## src/hw/fpec_pkg.sv

```systemverilog
// Package for the flash program/erase control block: offsets, field positions, types.
// Assumes a byte-wide Avalon-MM slave with word-aligned register slots.
package fpec_pkg;
  localparam int unsigned ADDR_W = 4;
  localparam logic [ADDR_W-1:0] OFS_MODE_CTRL = 4'h0;
  localparam logic [ADDR_W-1:0] OFS_ERR_STAT = 4'h4;
  localparam logic [ADDR_W-1:0] OFS_SMALL_SEL = 4'h8;
  localparam logic [ADDR_W-1:0] OFS_LARGE_SEL = 4'hC;
  localparam int unsigned BIT_HW_PERMIT = 7;
  localparam int unsigned BIT_SW_PERMIT = 6;
  localparam int unsigned BIT_ERASE_SETUP = 5;
  localparam int unsigned BIT_PROG_SETUP = 4;
  localparam int unsigned BIT_ERASE_VERIFY = 3;
  localparam int unsigned BIT_PROG_VERIFY = 2;
  localparam int unsigned BIT_ERASE_START = 1;
  localparam int unsigned BIT_PROG_START = 0;
  localparam int unsigned BIT_ERR_FLAG = 7;
  localparam int unsigned LARGE_BLOCKS = 6;
  localparam logic [7:0] RST_ZERO = 8'h00;
  localparam logic [7:0] RST_CTRL_PIN_HIGH = 8'h80;
  localparam logic [7:0] RD_UNMAPPED = 8'h00;
  // Access cycles counted from the request edge; waitrequest drops on the last.
  localparam int unsigned ACCESS_CYCLES = 3;
  localparam logic [1:0] WAIT_LAST = 2'(ACCESS_CYCLES - 1);

  typedef enum logic [1:0] {
    FPEC_IDLE = 2'b00,
    FPEC_WAIT = 2'b01,
    FPEC_DONE = 2'b11
  } fpec_bus_st_t;

  typedef struct packed {
    logic [ADDR_W-1:0] address;
    logic read;
    logic write;
    logic byteenable;
    logic [7:0] writedata;
  } fpec_av_req_t;

  typedef struct packed {
    logic program_start;
    logic erase_start;
    logic program_verify;
    logic erase_verify;
    logic program_setup;
    logic erase_setup;
  } fpec_mode_t;
endpackage : fpec_pkg

```

## src/hw/fpec_bus_timer.sv

```systemverilog
// Avalon-MM access pacer: stretches each request to a fixed number of cycles.
// Assumes the master holds read/write steady until waitrequest is seen low.
`timescale 1ns/1ps
module fpec_bus_timer (
  // Clock and reset
  input wire logic clk_sys_i,
  input wire logic rst_n_i,
  // Request from the bus
  input wire logic req_i,
  // Access completes at this edge
  output logic last_o,
  output logic waitrequest_o
);
  import fpec_pkg::*;

  fpec_bus_st_t st_q;
  logic [1:0] cnt_q;

  // Waitrequest idles high so a new request is never answered in its first cycle
  always_ff @(posedge clk_sys_i) begin
    if (!rst_n_i) begin
      st_q <= FPEC_IDLE;
      cnt_q <= 2'h0;
    end else begin
      case (st_q)
        FPEC_IDLE: begin
          if (req_i) begin
            st_q <= FPEC_WAIT;
            cnt_q <= 2'h1;
          end
        end
        FPEC_WAIT: begin
          if (cnt_q == WAIT_LAST - 2'h1) begin
            st_q <= FPEC_DONE;
          end
          cnt_q <= cnt_q + 2'h1;
        end
        FPEC_DONE: begin
          st_q <= FPEC_IDLE;
          cnt_q <= 2'h0;
        end
        default: begin
          st_q <= FPEC_IDLE;
          cnt_q <= 2'h0;
        end
      endcase
    end
  end

  assign last_o = (st_q == FPEC_DONE);
  assign waitrequest_o = (st_q != FPEC_DONE);
endmodule : fpec_bus_timer

```

## src/hw/fpec_top.sv

```systemverilog
// Flash program/erase mode control registers behind an Avalon-MM slave.
// Assumes pins hw_write_permit and flash_enable come from outside the clock domain;
// standby requests and error events come from same-clock logic.
//
// Local design decisions: the register offsets and register access over Avalon-MM.
`timescale 1ns/1ps
module fpec_top (
  // Clock and reset
  input wire logic clk_sys_i,
  input wire logic rst_n_i,
  // Avalon-MM slave
  input wire logic [fpec_pkg::ADDR_W-1:0] avs_address_i,
  input wire logic avs_read_i,
  input wire logic avs_write_i,
  input wire logic avs_byteenable_i,
  input wire logic [7:0] avs_writedata_i,
  output logic [7:0] avs_readdata_o,
  output logic avs_waitrequest_o,
  // Device pins and system state
  input wire logic hw_write_permit_i,
  input wire logic flash_enable_i,
  input wire logic hw_standby_i,
  input wire logic sw_standby_i,
  input wire logic flash_error_event_i,
  // Mode and block select outputs to the array sequencer
  output fpec_pkg::fpec_mode_t mode_o,
  output logic sw_write_permit_o,
  output logic [7:0] small_block_erase_o,
  output logic [fpec_pkg::LARGE_BLOCKS-1:0] large_block_erase_o,
  output logic flash_error_flag_o
);
  import fpec_pkg::*;

  logic [1:0] hw_sync_q;
  logic [1:0] en_sync_q;
  logic hw_permit;
  logic flash_en;
  fpec_av_req_t req;
  logic acc_last;
  logic wait_int;
  logic wr_ok;
  logic rd_ok;
  logic sw_permit_q;
  fpec_mode_t mode_q;
  logic err_flag_q;
  logic [7:0] small_sel_q;
  logic [LARGE_BLOCKS-1:0] large_sel_q;
  logic [7:0] small_sel_d;
  logic [LARGE_BLOCKS-1:0] large_sel_d;
  logic [7:0] ctrl_rd;
  logic [7:0] rd_d;
  logic sel_wr;
  logic prot_n;
  logic permit_drop;

  function automatic logic one_or_none(input logic [13:0] v);
    return (v & (v - 14'h1)) == 14'h0;
  endfunction : one_or_none

  // Pins are asynchronous to clk_sys_i; two stages before any use
  always_ff @(posedge clk_sys_i) begin
    if (!rst_n_i) begin
      hw_sync_q <= 2'b00;
      en_sync_q <= 2'b00;
    end else begin
      hw_sync_q <= {hw_sync_q[0], hw_write_permit_i};
      en_sync_q <= {en_sync_q[0], flash_enable_i};
    end
  end

  assign hw_permit = hw_sync_q[1];
  assign flash_en = en_sync_q[1];

  assign req = {avs_address_i, avs_read_i, avs_write_i, avs_byteenable_i, avs_writedata_i};

  // Every access, mapped or not, takes the same fixed number of cycles.
  // Held off in the answer cycle, where the master still holds its request.
  fpec_bus_timer u_timer (
    .clk_sys_i(clk_sys_i),
    .rst_n_i(rst_n_i),
    .req_i((req.read | req.write) & avs_waitrequest_o),
    .last_o(acc_last),
    .waitrequest_o(wait_int)
  );

  // Byte lane must be enabled; disabled flash discards writes
  assign wr_ok = acc_last & req.write & req.byteenable & flash_en;
  assign rd_ok = acc_last & req.read;

  // Error protection: error flag blocks both start bits
  assign prot_n = hw_permit & ~err_flag_q;

  // Clearing the software permit drops modes and selects at the same edge
  assign permit_drop = wr_ok && req.address == OFS_MODE_CTRL && !req.writedata[BIT_SW_PERMIT];

  // Software permit clears itself while the pin is low
  always_ff @(posedge clk_sys_i) begin
    if (!rst_n_i || hw_standby_i || sw_standby_i) begin
      sw_permit_q <= 1'b0;
    end else if (!hw_permit) begin
      sw_permit_q <= 1'b0;
    end else if (wr_ok && req.address == OFS_MODE_CTRL) begin
      sw_permit_q <= req.writedata[BIT_SW_PERMIT];
    end
  end

  // Mode bits; gating uses the state before this write, so bits set together fail
  always_ff @(posedge clk_sys_i) begin
    if (!rst_n_i || hw_standby_i || sw_standby_i) begin
      mode_q <= '0;
    end else if (!hw_permit || !sw_permit_q || permit_drop) begin
      mode_q <= '0;
    end else begin
      if (wr_ok && req.address == OFS_MODE_CTRL) begin
        mode_q.erase_setup <= req.writedata[BIT_ERASE_SETUP];
        mode_q.program_setup <= req.writedata[BIT_PROG_SETUP];
        mode_q.erase_verify <= req.writedata[BIT_ERASE_VERIFY];
        mode_q.program_verify <= req.writedata[BIT_PROG_VERIFY];
        // A write refused for a clear setup bit leaves the start bit as it was
        if (mode_q.erase_setup && !err_flag_q) begin
          mode_q.erase_start <= req.writedata[BIT_ERASE_START];
        end
        if (mode_q.program_setup && !err_flag_q) begin
          mode_q.program_start <= req.writedata[BIT_PROG_START];
        end
      end
      if (err_flag_q) begin
        mode_q.erase_start <= 1'b0;
        mode_q.program_start <= 1'b0;
      end
    end
  end

  // Error flag: set by an error during program or erase; cleared only by hard resets
  always_ff @(posedge clk_sys_i) begin
    if (!rst_n_i || hw_standby_i) begin
      err_flag_q <= 1'b0;
    end else if (flash_error_event_i && (mode_q.erase_start || mode_q.program_start)) begin
      err_flag_q <= 1'b1;
    end
  end

  // Block select next values with the one-hot check over both registers
  assign sel_wr = wr_ok && (req.address == OFS_SMALL_SEL || req.address == OFS_LARGE_SEL);

  always_comb begin
    small_sel_d = small_sel_q;
    large_sel_d = large_sel_q;
    if (wr_ok && req.address == OFS_SMALL_SEL) begin
      small_sel_d = req.writedata;
    end
    if (wr_ok && req.address == OFS_LARGE_SEL) begin
      large_sel_d = req.writedata[LARGE_BLOCKS-1:0];
    end
    if (sel_wr && !one_or_none({large_sel_d, small_sel_d})) begin
      small_sel_d = RST_ZERO;
      large_sel_d = '0;
    end
  end

  always_ff @(posedge clk_sys_i) begin
    if (!rst_n_i || hw_standby_i || sw_standby_i || !hw_permit || !sw_permit_q ||
        permit_drop) begin
      small_sel_q <= RST_ZERO;
      large_sel_q <= '0;
    end else begin
      small_sel_q <= small_sel_d;
      large_sel_q <= large_sel_d;
    end
  end

  assign ctrl_rd = {hw_permit, sw_permit_q, mode_q.erase_setup, mode_q.program_setup,
                    mode_q.erase_verify, mode_q.program_verify, mode_q.erase_start,
                    mode_q.program_start};

  always_comb begin
    rd_d = RD_UNMAPPED;
    if (flash_en) begin
      case (req.address)
        OFS_MODE_CTRL: rd_d = ctrl_rd;
        OFS_ERR_STAT: rd_d = {err_flag_q, 7'h00};
        OFS_SMALL_SEL: rd_d = small_sel_q;
        OFS_LARGE_SEL: rd_d = {2'b00, large_sel_q};
        default: rd_d = RD_UNMAPPED;
      endcase
    end else begin
      rd_d = RD_UNMAPPED;
    end
  end

  // Registered outputs
  always_ff @(posedge clk_sys_i) begin
    if (!rst_n_i) begin
      avs_readdata_o <= RST_ZERO;
      avs_waitrequest_o <= 1'b1;
    end else begin
      avs_waitrequest_o <= ~(wait_int == 1'b1 && !acc_last) & ~wait_int ? 1'b0 : 1'b1;
      if (rd_ok) begin
        avs_readdata_o <= rd_d;
      end
    end
  end

  always_ff @(posedge clk_sys_i) begin
    if (!rst_n_i) begin
      mode_o <= '0;
      sw_write_permit_o <= 1'b0;
      small_block_erase_o <= RST_ZERO;
      large_block_erase_o <= '0;
      flash_error_flag_o <= 1'b0;
    end else begin
      mode_o <= mode_q;
      mode_o.erase_start <= mode_q.erase_start & prot_n;
      mode_o.program_start <= mode_q.program_start & prot_n;
      sw_write_permit_o <= sw_permit_q;
      small_block_erase_o <= small_sel_q;
      large_block_erase_o <= large_sel_q;
      flash_error_flag_o <= err_flag_q;
    end
  end
endmodule : fpec_top

```

## config.mk

```make
export PLATFORM = sky130hd
export DESIGN_NAME = fpec_top
export DESIGN_NICKNAME = d
export VERILOG_FILES = /design/src/hw/fpec_pkg.sv /design/src/hw/fpec_bus_timer.sv /design/src/hw/fpec_top.sv
export SDC_FILE = /design/constraint.sdc
export NUM_CORES = 1
export LEC_CHECK = 0
export BUFFER_PORTS_ARGS = -buffer_cell sky130_fd_sc_hd__clkbuf_2
export CORE_UTILIZATION = 51
export CTS_BUF_LIST = sky130_fd_sc_hd__clkbuf_8
export CTS_CLUSTER_DIAMETER = 120
export DETAILED_ROUTE_END_ITERATION = 10
export GPL_TIMING_DRIVEN = 0
export PLACE_DENSITY = 0.77
export SYNTH_ARGS = -nofsm -noshare
export SYNTH_HDL_FRONTEND = slang
export SYNTH_SLANG_ARGS = --single-unit
```

## constraint.sdc

```tcl
create_clock -name clk_sys_i -period 6.7 [get_ports clk_sys_i]
set_input_delay 0 -clock clk_sys_i [delete_from_list [all_inputs] [get_ports clk_sys_i]]
set_output_delay 0 -clock clk_sys_i [all_outputs]
set_load 0.05 [all_outputs]
```

==> reports/summary.md <==
- 0 — count of final setup violators
- 412 — non-filler instance count after layout
- 4880 um^2 — Std-Cell Core Area
- 2016 — number of global-route vias before repair
- 55 — Distinct cells, synth
- 0.001348 uW — P_leak
- 0 — global route overflow
- 0.8591 — Final GP Congestion
- 115 — Detailed Route Iter0 Violations
- sky130_fd_sc_hd__dfxtp_1 46%, sky130_fd_sc_hd__mux2i_1 6.4%, sky130_fd_sc_hd__and2_1 5.9% — cell types occupying the most area after synthesis
- 45.89% — share of Yosys cell area claimed by the top area cell type
- 6910 ps — required time at the endpoint of the critical path
- 222.4 nW/um^2 — power density relative to cell area
- 330 ps — clock latency of the later-clocked register in the worst-skew pair
- 0 — number of antenna violations at the first check in global routing
- 0.3906 GHz — upper clock frequency limit
- 61 x sky130_fd_sc_hd__dfxtp_1, 50 x sky130_fd_sc_hd__clkbuf_2, 25 x sky130_fd_sc_hd__and2_1, 22 x sky130_fd_sc_hd__nor2_1, 20 x sky130_fd_sc_hd__nand2_1 — commonest cells after routing, fill and taps aside
- 0 — DRC viols
- 275 — instance count of the mapped netlist
- 2661 um^2 — combined area of all synthesized cells
- flop — kind of start point of the critical path
- 2560 ps — crit path time final
- sky130_fd_sc_hd__dfxtp_1 — biggest area consumer among synthesized cells
- 630 ps — stage delay of the slowest cell on the critical path
- en_sync_q[1]$_SDFF_PN0_ — source of the critical timing path
- en_sync_q[1]$_SDFF_PN0_ — startpoint of the worst register-to-register path
- 0 — count of synthesis-stage warnings from yosys
- 22.28% — synthesis-to-layout area growth
- 23.92% — overall global routing resource usage
- 0 — Antenna Cells
- 0 — Routed Antenna Nets
- 2 — Bufs on Longest Clock Path
- sky130_fd_sc_hd__o211ai_1 — cell type of the slowest stage on the worst timing path
- 669.8 ps — actual slew at the worst max-slew pin
- 61 — TritonCTS Sinks
- 0 — max-capacitance violation count
- 365 — number of nets in the finished design
- avs_writedata_i[2] — launch point of the worst hold path
- no — RSZ-0062 raised after global routing
- 74.24 um — chip width
- 5.973 mm — DRT Wirelength
- 4 — First-pass DRT Iterations
- 74.24 um — chip height
- 28.70% — fraction of layout instances using a drive strength above 1
- 50 — IO buf count
- 6.001 ps — worst hold slack after final layout
- 9 — number of buffers added by the clock tree synthesis step
- 9.749 mm — first-pass GRT wire length
- 2182 — total vias in the final route
- 25 — Core Rows
- 9.256 ps — worst clock skew
- 0 — number of max-slew violations in the final report
- flop — sort of element at the end of the critical path
- 54.54% — initial core utilization
- 11 — pin count of the biggest net entering global routing
- 38.21% — fraction of the cycle the final worst path needs
- sky130_fd_sc_hd__clkbuf_8 — Root Buffer
- 61 — flip-flop and latch count after synthesis
- 0 ps — setup total negative slack
- 14.50 um — post-DR wirelength/cell
- 0 — hold violation total from the final report
- sky130_fd_sc_hd__dfxtp_1 — Top FF cell, synth
- 10 — highest fanout seen on the critical path
- 0 — Post-CTS Repair Setup Buffers
- 411 — Filler Cell Count
- nor3b_1, nand3_1, o211ai_1, a311o_1, nor4_2, a41oi_4, buf_6, nor2_1 — series of cell instances along the critical path
- 123.0 uV — worst ir drop on vdd
- 0 — number of flops mapped to enable cells by yosys
- input pin to flop — classification of the worst-slack hold path
- 45.89% — sequential share of the synthesized area
- finished, final reports clean — run status
- 2770 ps — arrival time of data at the critical path endpoint
- 3 — H-tree level count
- 4.411 mm — DPL Wire Length
- 5511 um^2 — Die Footprint
- 5.296 — number of vias per cell after detailed routing
- done — CTS tree
- 0% — async set-or-reset flop fraction in the synthesized netlist
- 9.677 um^2 — average size of a mapped cell
- 60 ps — clock edge transition at the registers on the reported setup and hold paths
- 53 — number of I/O pins
- 392 — placed cells
- 298 — Post-Synthesis Net Count
- sky130_fd_sc_hd__dfxtp_1 — most frequent standard cell in the layout excluding fill and tap cells
- 55.15% — Rel. slew slack
- flop to flop — critical path type
==> routing by layer <==
| layer | up-vias | global-route usage, % | part of all wire (%) |
|---|---|---|---|
| li1 | 1106 | - | - |
| met1 | 1016 | 32.83 | 49 |
| met2 | 48 | 35.96 | 45 |
| met3 | 12 | 6.504 | 4.1 |
| met4 | 0 | 9.015 | 1.6 |
| met5 | - | 0 | 0 |
==> synth_stat cells (all sizes together) (5+ instances only) <==
| cell type | n |
|---|---|
| a21oi | 9 |
| a22o | 8 |
| a22oi | 7 |
| and2 | 26 |
| buf | 9 |
| clkbuf | 5 |
| dfxtp | 61 |
| mux2 | 7 |
| mux2i | 17 |
| nand2 | 20 |
| nand3 | 7 |
| nor2 | 31 |
| nor2b | 9 |
| nor4 | 5 |
| o21ai | 6 |
==> through the flow <==
stage	power [uW]	instance area, um^2	utilization, %	worst slack (ps)
2_1_floorplan	392.0	2661	-	4429
3_3_place_gp	405.8	2995	61.38	4163
3_5_place_dp	406.5	2995	61.38	4160
4_1_cts	729.6	3254	66.69	4150
5_1_grt	750.9	3254	66.69	3916
6_report	723.8	3254	66.69	4140
==> critical path, delay by kind of cell, from the launching register on <==
family                 cells  cell delay [ps]
AOI/OAI and AO/OA          3             1140
DFF                        1              350
and+or+nand+nor            4              750
buffers and inverters      1              210
==> path summary, 6_finish.rpt <==
check | to | slack (ps) | cells after the start
worst min-delay path | ctrl_rd[2]$_SDFFE_PP0P_ | 6 | 3
worst min register to register | avs_waitrequest_o$_SDFF_PN1_ | 430 | 1
worst max register to register | large_sel_q[4]$_SDFF_PP0_ | 4140 | 8
worst max-delay path | large_sel_q[4]$_SDFF_PP0_ | 4140 | 8
==> sequential cells by signal (all words and copies together) (netlist names) <==
signal and flops:
avs_readdata_o 8, small_block_erase_o 8, small_sel_q 8, ctrl_rd 6, large_block_erase_o 6, large_sel_q 6
mode_o 6, en_sync_q 2, hw_sync_q 2, u_timer.cnt_q 2, u_timer.st_q 2, avs_waitrequest_o 1
err_flag_q 1, flash_error_flag_o 1, sw_permit_q 1, sw_write_permit_o 1
==> kinds of logic after synthesis <==
kind of cell               synth area share [%]
adders and majority gates                 1.645
AOI/OAI and AO/OA                         13.64
and+or+nand+nor                           25.48
buffers and inverters                     3.855
muxes                                     9.496
DFF                                       45.89
==> what timing repair did <==
item                                   CTS  global route
hold buffers                             6             0
resized for setup                        0             0
endpoints found under the hold margin    6             0
==> power breakdown <==
part,internal (uW),total [uW],switching (uW)
registers,366,368,2.32
clock network,197,322,126
logic,14.1,33.2,19.1
==> final cells by class <==
type | instances | area (um^2) | share of cell area [%]
Inverter | 4 | 15.01 | 0.4614
Timing Repair Buffer | 56 | 310.3 | 9.535
Clock inverter | 2 | 33.78 | 1.038
Sequential cell | 61 | 1221 | 37.52
Clock buffer | 12 | 165.2 | 5.075
Multi-Input combinational cell | 196 | 1338 | 41.10
Tap cell | 67 | 83.83 | 2.576
Buffer | 14 | 87.58 | 2.691
Power figures use the tool's default switching activity.
